<file path="config.mk">
export PLATFORM = sky130hd
export DESIGN_NAME = port_b_alt_function_override
export DESIGN_NICKNAME = d
export VERILOG_FILES = /design/src/core/pin_sync2.v /design/src/core/port_b_alt_function_override.v
export VERILOG_INCLUDE_DIRS = /design/src /design/src/core
export SDC_FILE = /design/constraint.sdc
export NUM_CORES = 1
export LEC_CHECK = 0
export ABC_AREA = 1
export BUFFER_PORTS_ARGS = -buffer_cell sky130_fd_sc_hd__buf_4
export CAP_MARGIN = 25
export CORE_UTILIZATION = 31
export CTS_CLUSTER_DIAMETER = 200
export DETAILED_ROUTE_END_ITERATION = 16
export GPL_TIMING_DRIVEN = 0
export PLACE_DENSITY = 0.65
export RECOVER_POWER = 50
export SYNTH_ARGS = -nofsm -noshare
export SYNTH_HDL_FRONTEND = slang
export SYNTH_SLANG_ARGS = --single-unit
export TNS_END_PERCENT = 1
</file>
<file path="constraint.sdc">
create_clock -name clk -period 0.8 [get_ports clk]
set_input_delay 0.04 -clock clk [delete_from_list [all_inputs] [get_ports clk]]
set_output_delay 0.04 -clock clk [all_outputs]
set_load 0.005 [all_outputs]
</file>
<file path="src/core/port_b_override_regs.vh">
// Purpose: constants for the port b alternate function override block
// Assumes: included by core design files only
// Notes:   override constant values and synchroniser reset state
`ifndef PORT_B_OVERRIDE_REGS_VH
`define PORT_B_OVERRIDE_REGS_VH

`define OVR_OFF        1'h0
`define OVR_ON         1'h1
`define PULLUP_RST_VAL 1'h1
`define SYNC_RST_VAL   1'h0
`define OUT_RST_VAL    1'h0

// positions of the pins inside the bits 7..4 override vectors
`define HI_B7          2'h3
`define HI_B6          2'h2
`define HI_B5          2'h1
`define HI_B4          2'h0

`endif

</file>
<file path="src/core/pin_sync2.v">
// Purpose: two flip-flop synchroniser for WIDTH pin levels
// Assumes: single clock domain, asynchronous active-low reset
// Notes:   first stage is read only by the second stage
`timescale 1ns/1ps
`include "port_b_override_regs.vh"

module pin_sync2 #(
  parameter WIDTH = 1
) (
  // clock and reset
  input  wire             clk,
  input  wire             reset_n,
  // data
  input  wire [WIDTH-1:0] async_in,
  output wire [WIDTH-1:0] sync_out
);

  reg [WIDTH-1:0] meta_r;
  reg [WIDTH-1:0] sync_r;

  // double flop against metastability
  always @(posedge clk or negedge reset_n)
  begin
    if (!reset_n)
    begin
      meta_r <= {WIDTH{`SYNC_RST_VAL}};
      sync_r <= {WIDTH{`SYNC_RST_VAL}};
    end
    else
    begin
      meta_r <= async_in;
      sync_r <= meta_r;
    end
  end

  assign sync_out = sync_r;

endmodule // pin_sync2

</file>
<file path="src/core/port_b_alt_function_override.v">
// Purpose: override terms for port bit 0 and bits 7..4 alternate functions
// Assumes: all control inputs are same-clock logic; pad inputs are asynchronous
// Notes:   every output is registered, so overrides lag their causes by one cycle
//
// Functional notes
// - three-wire serial mode leaves bit 0 port controls unchanged; software sets it input.
// - two-wire mode bit 0 drives low when latch or shift output zero and direction set.
// - two-wire mode keeps bit 0 pull-up disabled regardless of output latch.
// - bit 0 carries inverted timer1 wave A only when not serial/programming and direction set.
// - bit 0 pin-change needs global irq and group0 enable, masked by owning functions.
// - bit 0 input buffer stays on in sleep when pin-change enabled and unmasked.
// - bit 7 reset function forces pull-up on, direction input, never output value.
// - bit 7 input override on for group1 or reset; value only group1 without reset.
// - group1 active needs global irq, group1 mask flag, and no occupying alternate function.
// - bit 6 input override value 1; enabled by ext irq0 or group1 without timer0 clock.
// - timer0 outside clock masks pin-change sensing on bit 6.
// - bits 5,4 without io permit override pull-up and direction to 0; input per group1.
// - bit 4 outside clock source forces input override enable and value true.
`timescale 1ns/1ps
`include "port_b_override_regs.vh"

module port_b_alt_function_override (
  // clock and reset
  input  wire       clk,
  input  wire       reset_n,
  // port bit 0 controls
  input  wire       port_bit0_out_latch,
  input  wire       port_bit0_out_en,
  // serial interface
  input  wire       serial_two_wire_mode,
  input  wire       serial_three_wire_mode,
  input  wire       serial_shift_out,
  input  wire       serial_start_irq_active,
  input  wire       programming_active,
  // timer1
  input  wire       timer1_compare_a_en,
  input  wire       timer1_compare_a_wave,
  // interrupt controls
  input  wire       global_irq_en,
  input  wire       group0_change_irq_en,
  input  wire       group1_change_irq_en,
  input  wire       ext_irq0_active,
  input  wire       timer0_outside_clock_sel,
  // fuse terms
  input  wire       reset_pin_fuse,
  input  wire       pin5_general_io_permit,
  input  wire       pin4_general_io_permit,
  input  wire       outside_clock_source_sel,
  // raw pad levels, bits 7..4 and 0
  input  wire [4:0] pad_level,
  // bit 0 overrides
  output reg        b0_pullup_override_en,
  output reg        b0_pullup_override_val,
  output reg        b0_out_en_override_en,
  output reg        b0_out_en_override_val,
  output reg        b0_pin_value_override_en,
  output reg        b0_pin_value_override_val,
  output reg        b0_input_buffer_override_en,
  output reg        b0_input_buffer_override_val,
  output reg        pin_change_group0,
  // bits 7..4 overrides, index 3 is bit 7
  output reg  [3:0] hi_pullup_override_en,
  output reg  [3:0] hi_pullup_override_val,
  output reg  [3:0] hi_out_en_override_en,
  output reg  [3:0] hi_out_en_override_val,
  output reg  [3:0] hi_pin_value_override_en,
  output reg  [3:0] hi_pin_value_override_val,
  output reg  [3:0] hi_input_buffer_override_en,
  output reg  [3:0] hi_input_buffer_override_val,
  output reg        pin_change_group1_active,
  // synchronised pad levels for consumers
  output reg  [4:0] pad_level_sync
);

  // fuse is active low: zero keeps the reset function on the pin
  wire reset_pin_fuse_term = ~reset_pin_fuse;

  // pads come from outside the clock domain
  wire [4:0] pad_sync;

  pin_sync2 #(
    .WIDTH    (5)
  ) u_pad_sync (
    .clk      (clk),
    .reset_n  (reset_n),
    .async_in (pad_level),
    .sync_out (pad_sync)
  );

  // an interrupt group is live only with the global enable
  function irq_gate;
    input glob;
    input grp;
    begin
      irq_gate = glob & grp;
    end
  endfunction

  // bit 0 combinational terms
  reg b0_pu_en_nxt;
  reg b0_dd_en_nxt;
  reg b0_dd_val_nxt;
  reg b0_pv_en_nxt;
  reg b0_pv_val_nxt;
  reg b0_ie_en_nxt;
  reg b0_wave_ok;
  reg b0_owned;
  reg pcg0_nxt;

  always @*
  begin
    b0_pu_en_nxt  = serial_two_wire_mode;
    // three-wire mode contributes nothing here: port stays in control
    b0_dd_en_nxt  = serial_two_wire_mode;
    // open collector: drive low if latch or shifter is zero
    b0_dd_val_nxt = (~serial_shift_out | ~port_bit0_out_latch)
                    & port_bit0_out_en;
    b0_wave_ok    = timer1_compare_a_en & ~programming_active
                    & ~serial_two_wire_mode & ~serial_three_wire_mode
                    & port_bit0_out_en;
    b0_pv_en_nxt  = (serial_two_wire_mode & port_bit0_out_en) | b0_wave_ok;
    // two-wire data line is pulled low only via direction, value held 0
    b0_pv_val_nxt = ~(serial_two_wire_mode & port_bit0_out_en)
                    & b0_wave_ok & ~timer1_compare_a_wave;
    b0_owned      = serial_two_wire_mode | serial_three_wire_mode | b0_wave_ok;
    pcg0_nxt      = irq_gate(global_irq_en, group0_change_irq_en)
                    & ~b0_owned;
    b0_ie_en_nxt  = pcg0_nxt | serial_start_irq_active;
  end

  // bits 7..4 combinational terms
  reg       pcg1_nxt;
  reg [3:0] hi_pu_en_nxt;
  reg [3:0] hi_pu_val_nxt;
  reg [3:0] hi_dd_en_nxt;
  reg [3:0] hi_ie_en_nxt;
  reg [3:0] hi_ie_val_nxt;

  always @*
  begin
    // occupancy: reset on bit 7, low-level irq0 or timer0 clock on bit 6, crystal on bits 5,4
    pcg1_nxt = irq_gate(global_irq_en, group1_change_irq_en)
               & ~reset_pin_fuse_term & ~ext_irq0_active
               & ~timer0_outside_clock_sel
               & pin5_general_io_permit & pin4_general_io_permit;
    // bit 7: reset pin
    hi_pu_en_nxt[`HI_B7]  = reset_pin_fuse_term;
    hi_pu_val_nxt[`HI_B7] = `OVR_ON;
    hi_dd_en_nxt[`HI_B7]  = reset_pin_fuse_term;
    hi_ie_en_nxt[`HI_B7]  = pcg1_nxt | reset_pin_fuse_term;
    hi_ie_val_nxt[`HI_B7] = pcg1_nxt & ~reset_pin_fuse_term;
    // bit 6: irq0 and timer0 clock never touch port controls
    hi_pu_en_nxt[`HI_B6]  = `OVR_OFF;
    hi_pu_val_nxt[`HI_B6] = `OVR_OFF;
    hi_dd_en_nxt[`HI_B6]  = `OVR_OFF;
    hi_ie_en_nxt[`HI_B6]  = (~timer0_outside_clock_sel & pcg1_nxt)
                            | ext_irq0_active;
    hi_ie_val_nxt[`HI_B6] = `OVR_ON;
    // bit 5: crystal output
    hi_pu_en_nxt[`HI_B5]  = ~pin5_general_io_permit;
    hi_pu_val_nxt[`HI_B5] = `OVR_OFF;
    hi_dd_en_nxt[`HI_B5]  = ~pin5_general_io_permit;
    hi_ie_en_nxt[`HI_B5]  = pcg1_nxt | ~pin5_general_io_permit;
    hi_ie_val_nxt[`HI_B5] = pcg1_nxt & pin5_general_io_permit;
    // bit 4: crystal input or outside clock
    hi_pu_en_nxt[`HI_B4]  = ~pin4_general_io_permit;
    hi_pu_val_nxt[`HI_B4] = `OVR_OFF;
    hi_dd_en_nxt[`HI_B4]  = ~pin4_general_io_permit;
    hi_ie_en_nxt[`HI_B4]  = pcg1_nxt | ~pin4_general_io_permit
                            | outside_clock_source_sel;
    hi_ie_val_nxt[`HI_B4] = (pcg1_nxt & pin4_general_io_permit)
                            | outside_clock_source_sel;
  end

  // register all outputs; reset leaves every override off so the port rules
  always @(posedge clk or negedge reset_n)
  begin
    if (!reset_n)
    begin
      b0_pullup_override_en        <= `OUT_RST_VAL;
      b0_pullup_override_val       <= `OUT_RST_VAL;
      b0_out_en_override_en        <= `OUT_RST_VAL;
      b0_out_en_override_val       <= `OUT_RST_VAL;
      b0_pin_value_override_en     <= `OUT_RST_VAL;
      b0_pin_value_override_val    <= `OUT_RST_VAL;
      b0_input_buffer_override_en  <= `OUT_RST_VAL;
      b0_input_buffer_override_val <= `OUT_RST_VAL;
      pin_change_group0            <= `OUT_RST_VAL;
      hi_pullup_override_en        <= {4{`OUT_RST_VAL}};
      hi_pullup_override_val       <= {4{`OUT_RST_VAL}};
      hi_out_en_override_en        <= {4{`OUT_RST_VAL}};
      hi_out_en_override_val       <= {4{`OUT_RST_VAL}};
      hi_pin_value_override_en     <= {4{`OUT_RST_VAL}};
      hi_pin_value_override_val    <= {4{`OUT_RST_VAL}};
      hi_input_buffer_override_en  <= {4{`OUT_RST_VAL}};
      hi_input_buffer_override_val <= {4{`OUT_RST_VAL}};
      pin_change_group1_active     <= `OUT_RST_VAL;
      pad_level_sync               <= {5{`OUT_RST_VAL}};
    end
    else
    begin
      b0_pullup_override_en        <= b0_pu_en_nxt;
      b0_pullup_override_val       <= `OVR_OFF;
      b0_out_en_override_en        <= b0_dd_en_nxt;
      b0_out_en_override_val       <= b0_dd_val_nxt;
      b0_pin_value_override_en     <= b0_pv_en_nxt;
      b0_pin_value_override_val    <= b0_pv_val_nxt;
      b0_input_buffer_override_en  <= b0_ie_en_nxt;
      b0_input_buffer_override_val <= `OVR_ON;
      pin_change_group0            <= pcg0_nxt;
      hi_pullup_override_en        <= hi_pu_en_nxt;
      hi_pullup_override_val       <= hi_pu_val_nxt;
      hi_out_en_override_en        <= hi_dd_en_nxt;
      // direction override always means input
      hi_out_en_override_val       <= {4{`OVR_OFF}};
      // output value never overridden on the upper nibble
      hi_pin_value_override_en     <= {4{`OVR_OFF}};
      hi_pin_value_override_val    <= {4{`OVR_OFF}};
      hi_input_buffer_override_en  <= hi_ie_en_nxt;
      hi_input_buffer_override_val <= hi_ie_val_nxt;
      pin_change_group1_active     <= pcg1_nxt;
      pad_level_sync               <= pad_sync;
    end
  end

endmodule // port_b_alt_function_override

</file>
Word-level counts from Yosys, hierarchy flattened
Cells that the tools add are included.
- bitwise logic cells: 44
- operator list (kind ; count):
    1-bit bitwise AND ; 20
    1-bit NOT ; 13
    1-bit bitwise OR ; 11
- bits in registers: 34
- bits of input ports: 25
- output and inout bits: 47
- logic and storage cells: 58

Logic depth before layout (Yosys ltp)
- depth after elaboration: 9
- gate-level depth with buffers: 4
- depth with buffers taken out: 4

Cells and area by module
Synthesis repeated with hierarchy kept, for this count alone.
- cell total of the unflattened synthesis: 91
- area, all modules: 1157.4 µm²
- by module, submodules not included (module ; times used ; cells each ; area an instance (µm²)):
    port_b_alt_function_override ; 1 ; 81 ; 907.1
    pin_sync2 ; 1 ; 10 ; 250.2

Worst setup path before layout
OpenSTA, ideal clock, no wires.
- kind: register to output
- start: register hi_input_buffer_override_val[2]
- end: output hi_input_buffer_override_val[2]
- arrival time: 0.515 ns
- setup slack: 0.245 ns
- cell stages (with the launch flop): 2
- buffers on the path: 1
- cells stage by stage: dfrtp_1 buf_4
- RTL lines (what ; RTL line ; text):
    from (decl) ; port_b_alt_function_override.v:69 ; output reg [3:0] hi_input_buffer_override_val,
    from (signal assigned) ; port_b_alt_function_override.v:196 ; hi_input_buffer_override_val <= {4{`OUT_RST_VAL}};
    from (signal assigned) ; port_b_alt_function_override.v:220 ; hi_input_buffer_override_val <= hi_ie_val_nxt;
No word-level cell between the ends.

Worst setup path after layout
- start: register hi_input_buffer_override_val[2]
- end: output hi_input_buffer_override_val[2]
No word-level cell between the ends.

==> summary.md <==
| Metric | Value |
|---|---|
| Status | finished with violations |
| Failing checks | negative setup slack |
| N_diodes | 0 |
| Clock skew | 3.32 ps |
| CTS root buf | clkbuf_8 |
| H-tree Lvls | 2 |
| LEAKAGE | 1.11 nW |
| Die footprint | 3980 um^2 |
| GRT busiest layer | met2 |
| Clk_lat worst skew | 270 ps |
| CTS Buffer Depth | 2 |
| Final setup fails | 18 |
| Peak VDD IR | 0.000722 V |
| Worst Min Path Start | port_bit0_out_en |
| Total gr overflow | 0 |
| Count of pins over their slew limit | 0 |
| Placed insts | 207 |
| Synthesized area per cell | 12.7 um^2 |
| Synth unique cells | 12 |
| Slowest-stage cell, CP | dfrtp_1 |
| First-pass GRT wire length | 3660 um |
| Worst R2R Path Depth | 0 |
| CTS tree | yes |
| Worst path top cell family by delay | flip-flops |
| Seq/Total Area, Yosys | 0.714 |
| Iter 0 DRT Violations | 27 |
| Num CTS Buffers | 5 |
| First drt pass iteration count | 3 |
| Worst R2R End | u_pad_sync.sync_out[1] |
| CP endpoint kind | output pin |
| Critical path class | reg2out |
| Final WS setup | -153 ps |
| Post-route insts no fill | 231 |
| Mapped Cells | 91 |
| GR Util met2 | 0.234 |
| Vias in the first global route | 868 |
| RePlAce Congestion | 0.684 |
| Number of placed I/O pins | 72 |
| Met3 Use GR | 0.0652 |
| Vias per std cell | 3.74 |
| Largest net degree at the start of global routing | 34 |
| HPWL Detailed | 1540 um |
| Die X | 63.1 um |
| Reg2reg start | u_pad_sync.meta_r[1] |
| Max Cap Violations | 0 |
| Share of layout cells above drive strength 1 | 0.465 |
| Mapped Area | 1160 um^2 |
| R2R setup slack | 330 ps |
| DRC | 0 |
| Final nets | 209 |
| Layout area overhead | 75.2% |
| WP buf/inv | 2 |
| Crit path max fanout | 3 |
| Worst path cell trace | buf_4 > buf_6 |
| Final WL | 2230 um |
| Highest Clock Rate | 1.05 GHz |
| Critical path's largest stage delay | 400 ps |
| Warnings from Yosys | 0 |
| Minimum clock period | 953 ps |
| IO buf count | 53 |
| Critical path required time | 760 ps |
| Hold endpoint | b0_pin_value_override_en |
| Total GRT Usage | 0.125 |
| Final Hold Fails | 0 |
| Final ANT Viol Nets | 0 |
| Die H | 63.1 um |
| Worst Path Arrival | 910 ps |
| Core box area | 3470 um^2 |
| Initial antenna violation count | 0 |
| #FFs+latches synth | 33 |
| Initial core utilization | 0.334 |
| Worst Setup Start Kind | register |
| Avg WL per Cell | 9.65 um |
| Hold Crit Depth | 3 |
| Num rows | 21 |
| RSZ-0062 raised after global routing | true |
| Routed via count | 863 |
| Met1 GRT Util | 0.108 |
| Power Total | 3.56 mW |
| Hold WC Path Type | in2reg |
| CTS Sinks | 33 |
| Pwr Density | 1750 nW/um^2 |
| Crit share post-route | 1.19 |
| Clock transition at the registers of the reported paths | 60 ps |
-- sequential cells by signal, summed over array words and instances (netlist names) --
register,cells
pin_change_group0,1
b0_out_en_override_val,1
hi_input_buffer_override_val,4
b0_input_buffer_override_en,1
b0_out_en_override_en,1
hi_input_buffer_override_en,4
u_pad_sync.meta_r,5
u_pad_sync.sync_out,5
pad_level_sync,5
hi_out_en_override_en,3
b0_pin_value_override_val,1
b0_pin_value_override_en,1
pin_change_group1_active,1
-- cells by family after synthesis --
family,share of synthesized area
buf+inv,0.191
other cells,0.00649
flops,0.714
compound gates,0.00649
simple gates,0.0822
-- how the worst max path moves through the flow --
stage / startpoint / to / slack [ps] / depth (start not counted)
2_1_floorplan: hi_input_buffer_override_val[2] / hi_input_buffer_override_val[2] / 250 / 1
3_5_place_dp: pin5_general_io_permit / hi_input_buffer_override_val[0] / 100 / 5
6_report: hi_input_buffer_override_val[2] / hi_input_buffer_override_val[2] / -150 / 2
4_1_cts: hi_input_buffer_override_val[2] / hi_input_buffer_override_val[2] / -160 / 2
3_3_place_gp: pin5_general_io_permit / hi_input_buffer_override_val[0] / 110 / 5
5_1_grt: hi_input_buffer_override_val[2] / hi_input_buffer_override_val[2] / -200 / 2
-- Yosys cell counts (all sizes together) --
library cell	number	area [um^2]
inv	11	41.3
nand2	11	41.3
dfrtp	33	826
a21boi	1	7.51
nand3b	1	7.51
nand3	3	20.0
conb	2	7.51
nor2	4	20.0
nand4	1	6.26
buf	24	180
-- layer usage --
metal  vias up  share of wire  wire, um
met3         7           0.11       245
met2        54           0.55      1230
met1       388           0.32       720
li1        414              -         -
met5         -              0         0
met4         0          0.016        36
-- tightest hold or removal path, cell delays in order --
cell	delay (ps)
buf_4	100
nand2_1	50
nand2_1	60
-- cells in the final DEF (no fill, tap or decap), drive strengths merged --
master       instances
buf                 66
dfrtp               33
conb                19
clkbuf              18
dlygate4sd3         16
inv                 11
nand2               11
nor2                 4
nand3                3
nand4                1
nand3b               1
a21boi               1
clkinv               1
-- what timing repair did --
action / CTS / global route
buffers inserted: 0 / 0
hold endpoints to repair: 50 / 0
hold buffers: 16 / 0
endpoints found under the setup margin: 29 / 35
resized for setup: 24 / 1
-- final cells by class --
cell class	instances	area [um^2]
well taps	46	57.6
inverters	11	41.3
clock buffers	7	96.3
clock inverters	1	5.00
fillers	292	1440
multi-input cells	40	181
flip-flops and latches	33	826
repair buffers	69	641
plain buffers	24	180
-- metrics by stage --
stage | hold slack [ps] | setup TNS [ps] | util | instance area, um^2 | setup WS, ps
after floorplan | -256 | 0 | - | 1220 | 245
after global placement | -12.5 | 0 | 0.483 | 1680 | 108
after detailed placement | -6.08 | 0 | 0.483 | 1680 | 103
after CTS | 1.51 | -1300 | 0.585 | 2030 | -165
after global routing | 31.3 | -2140 | 0.585 | 2030 | -198
final | 21.4 | -987 | 0.585 | 2030 | -153
-- where the power goes --
part	switching (mW)	internal [mW]
logic	0.162	0.316
clock network	0.525	0.776
registers	0.0314	1.75
total	0.718	2.84
(Power assumes the default switching activity.)
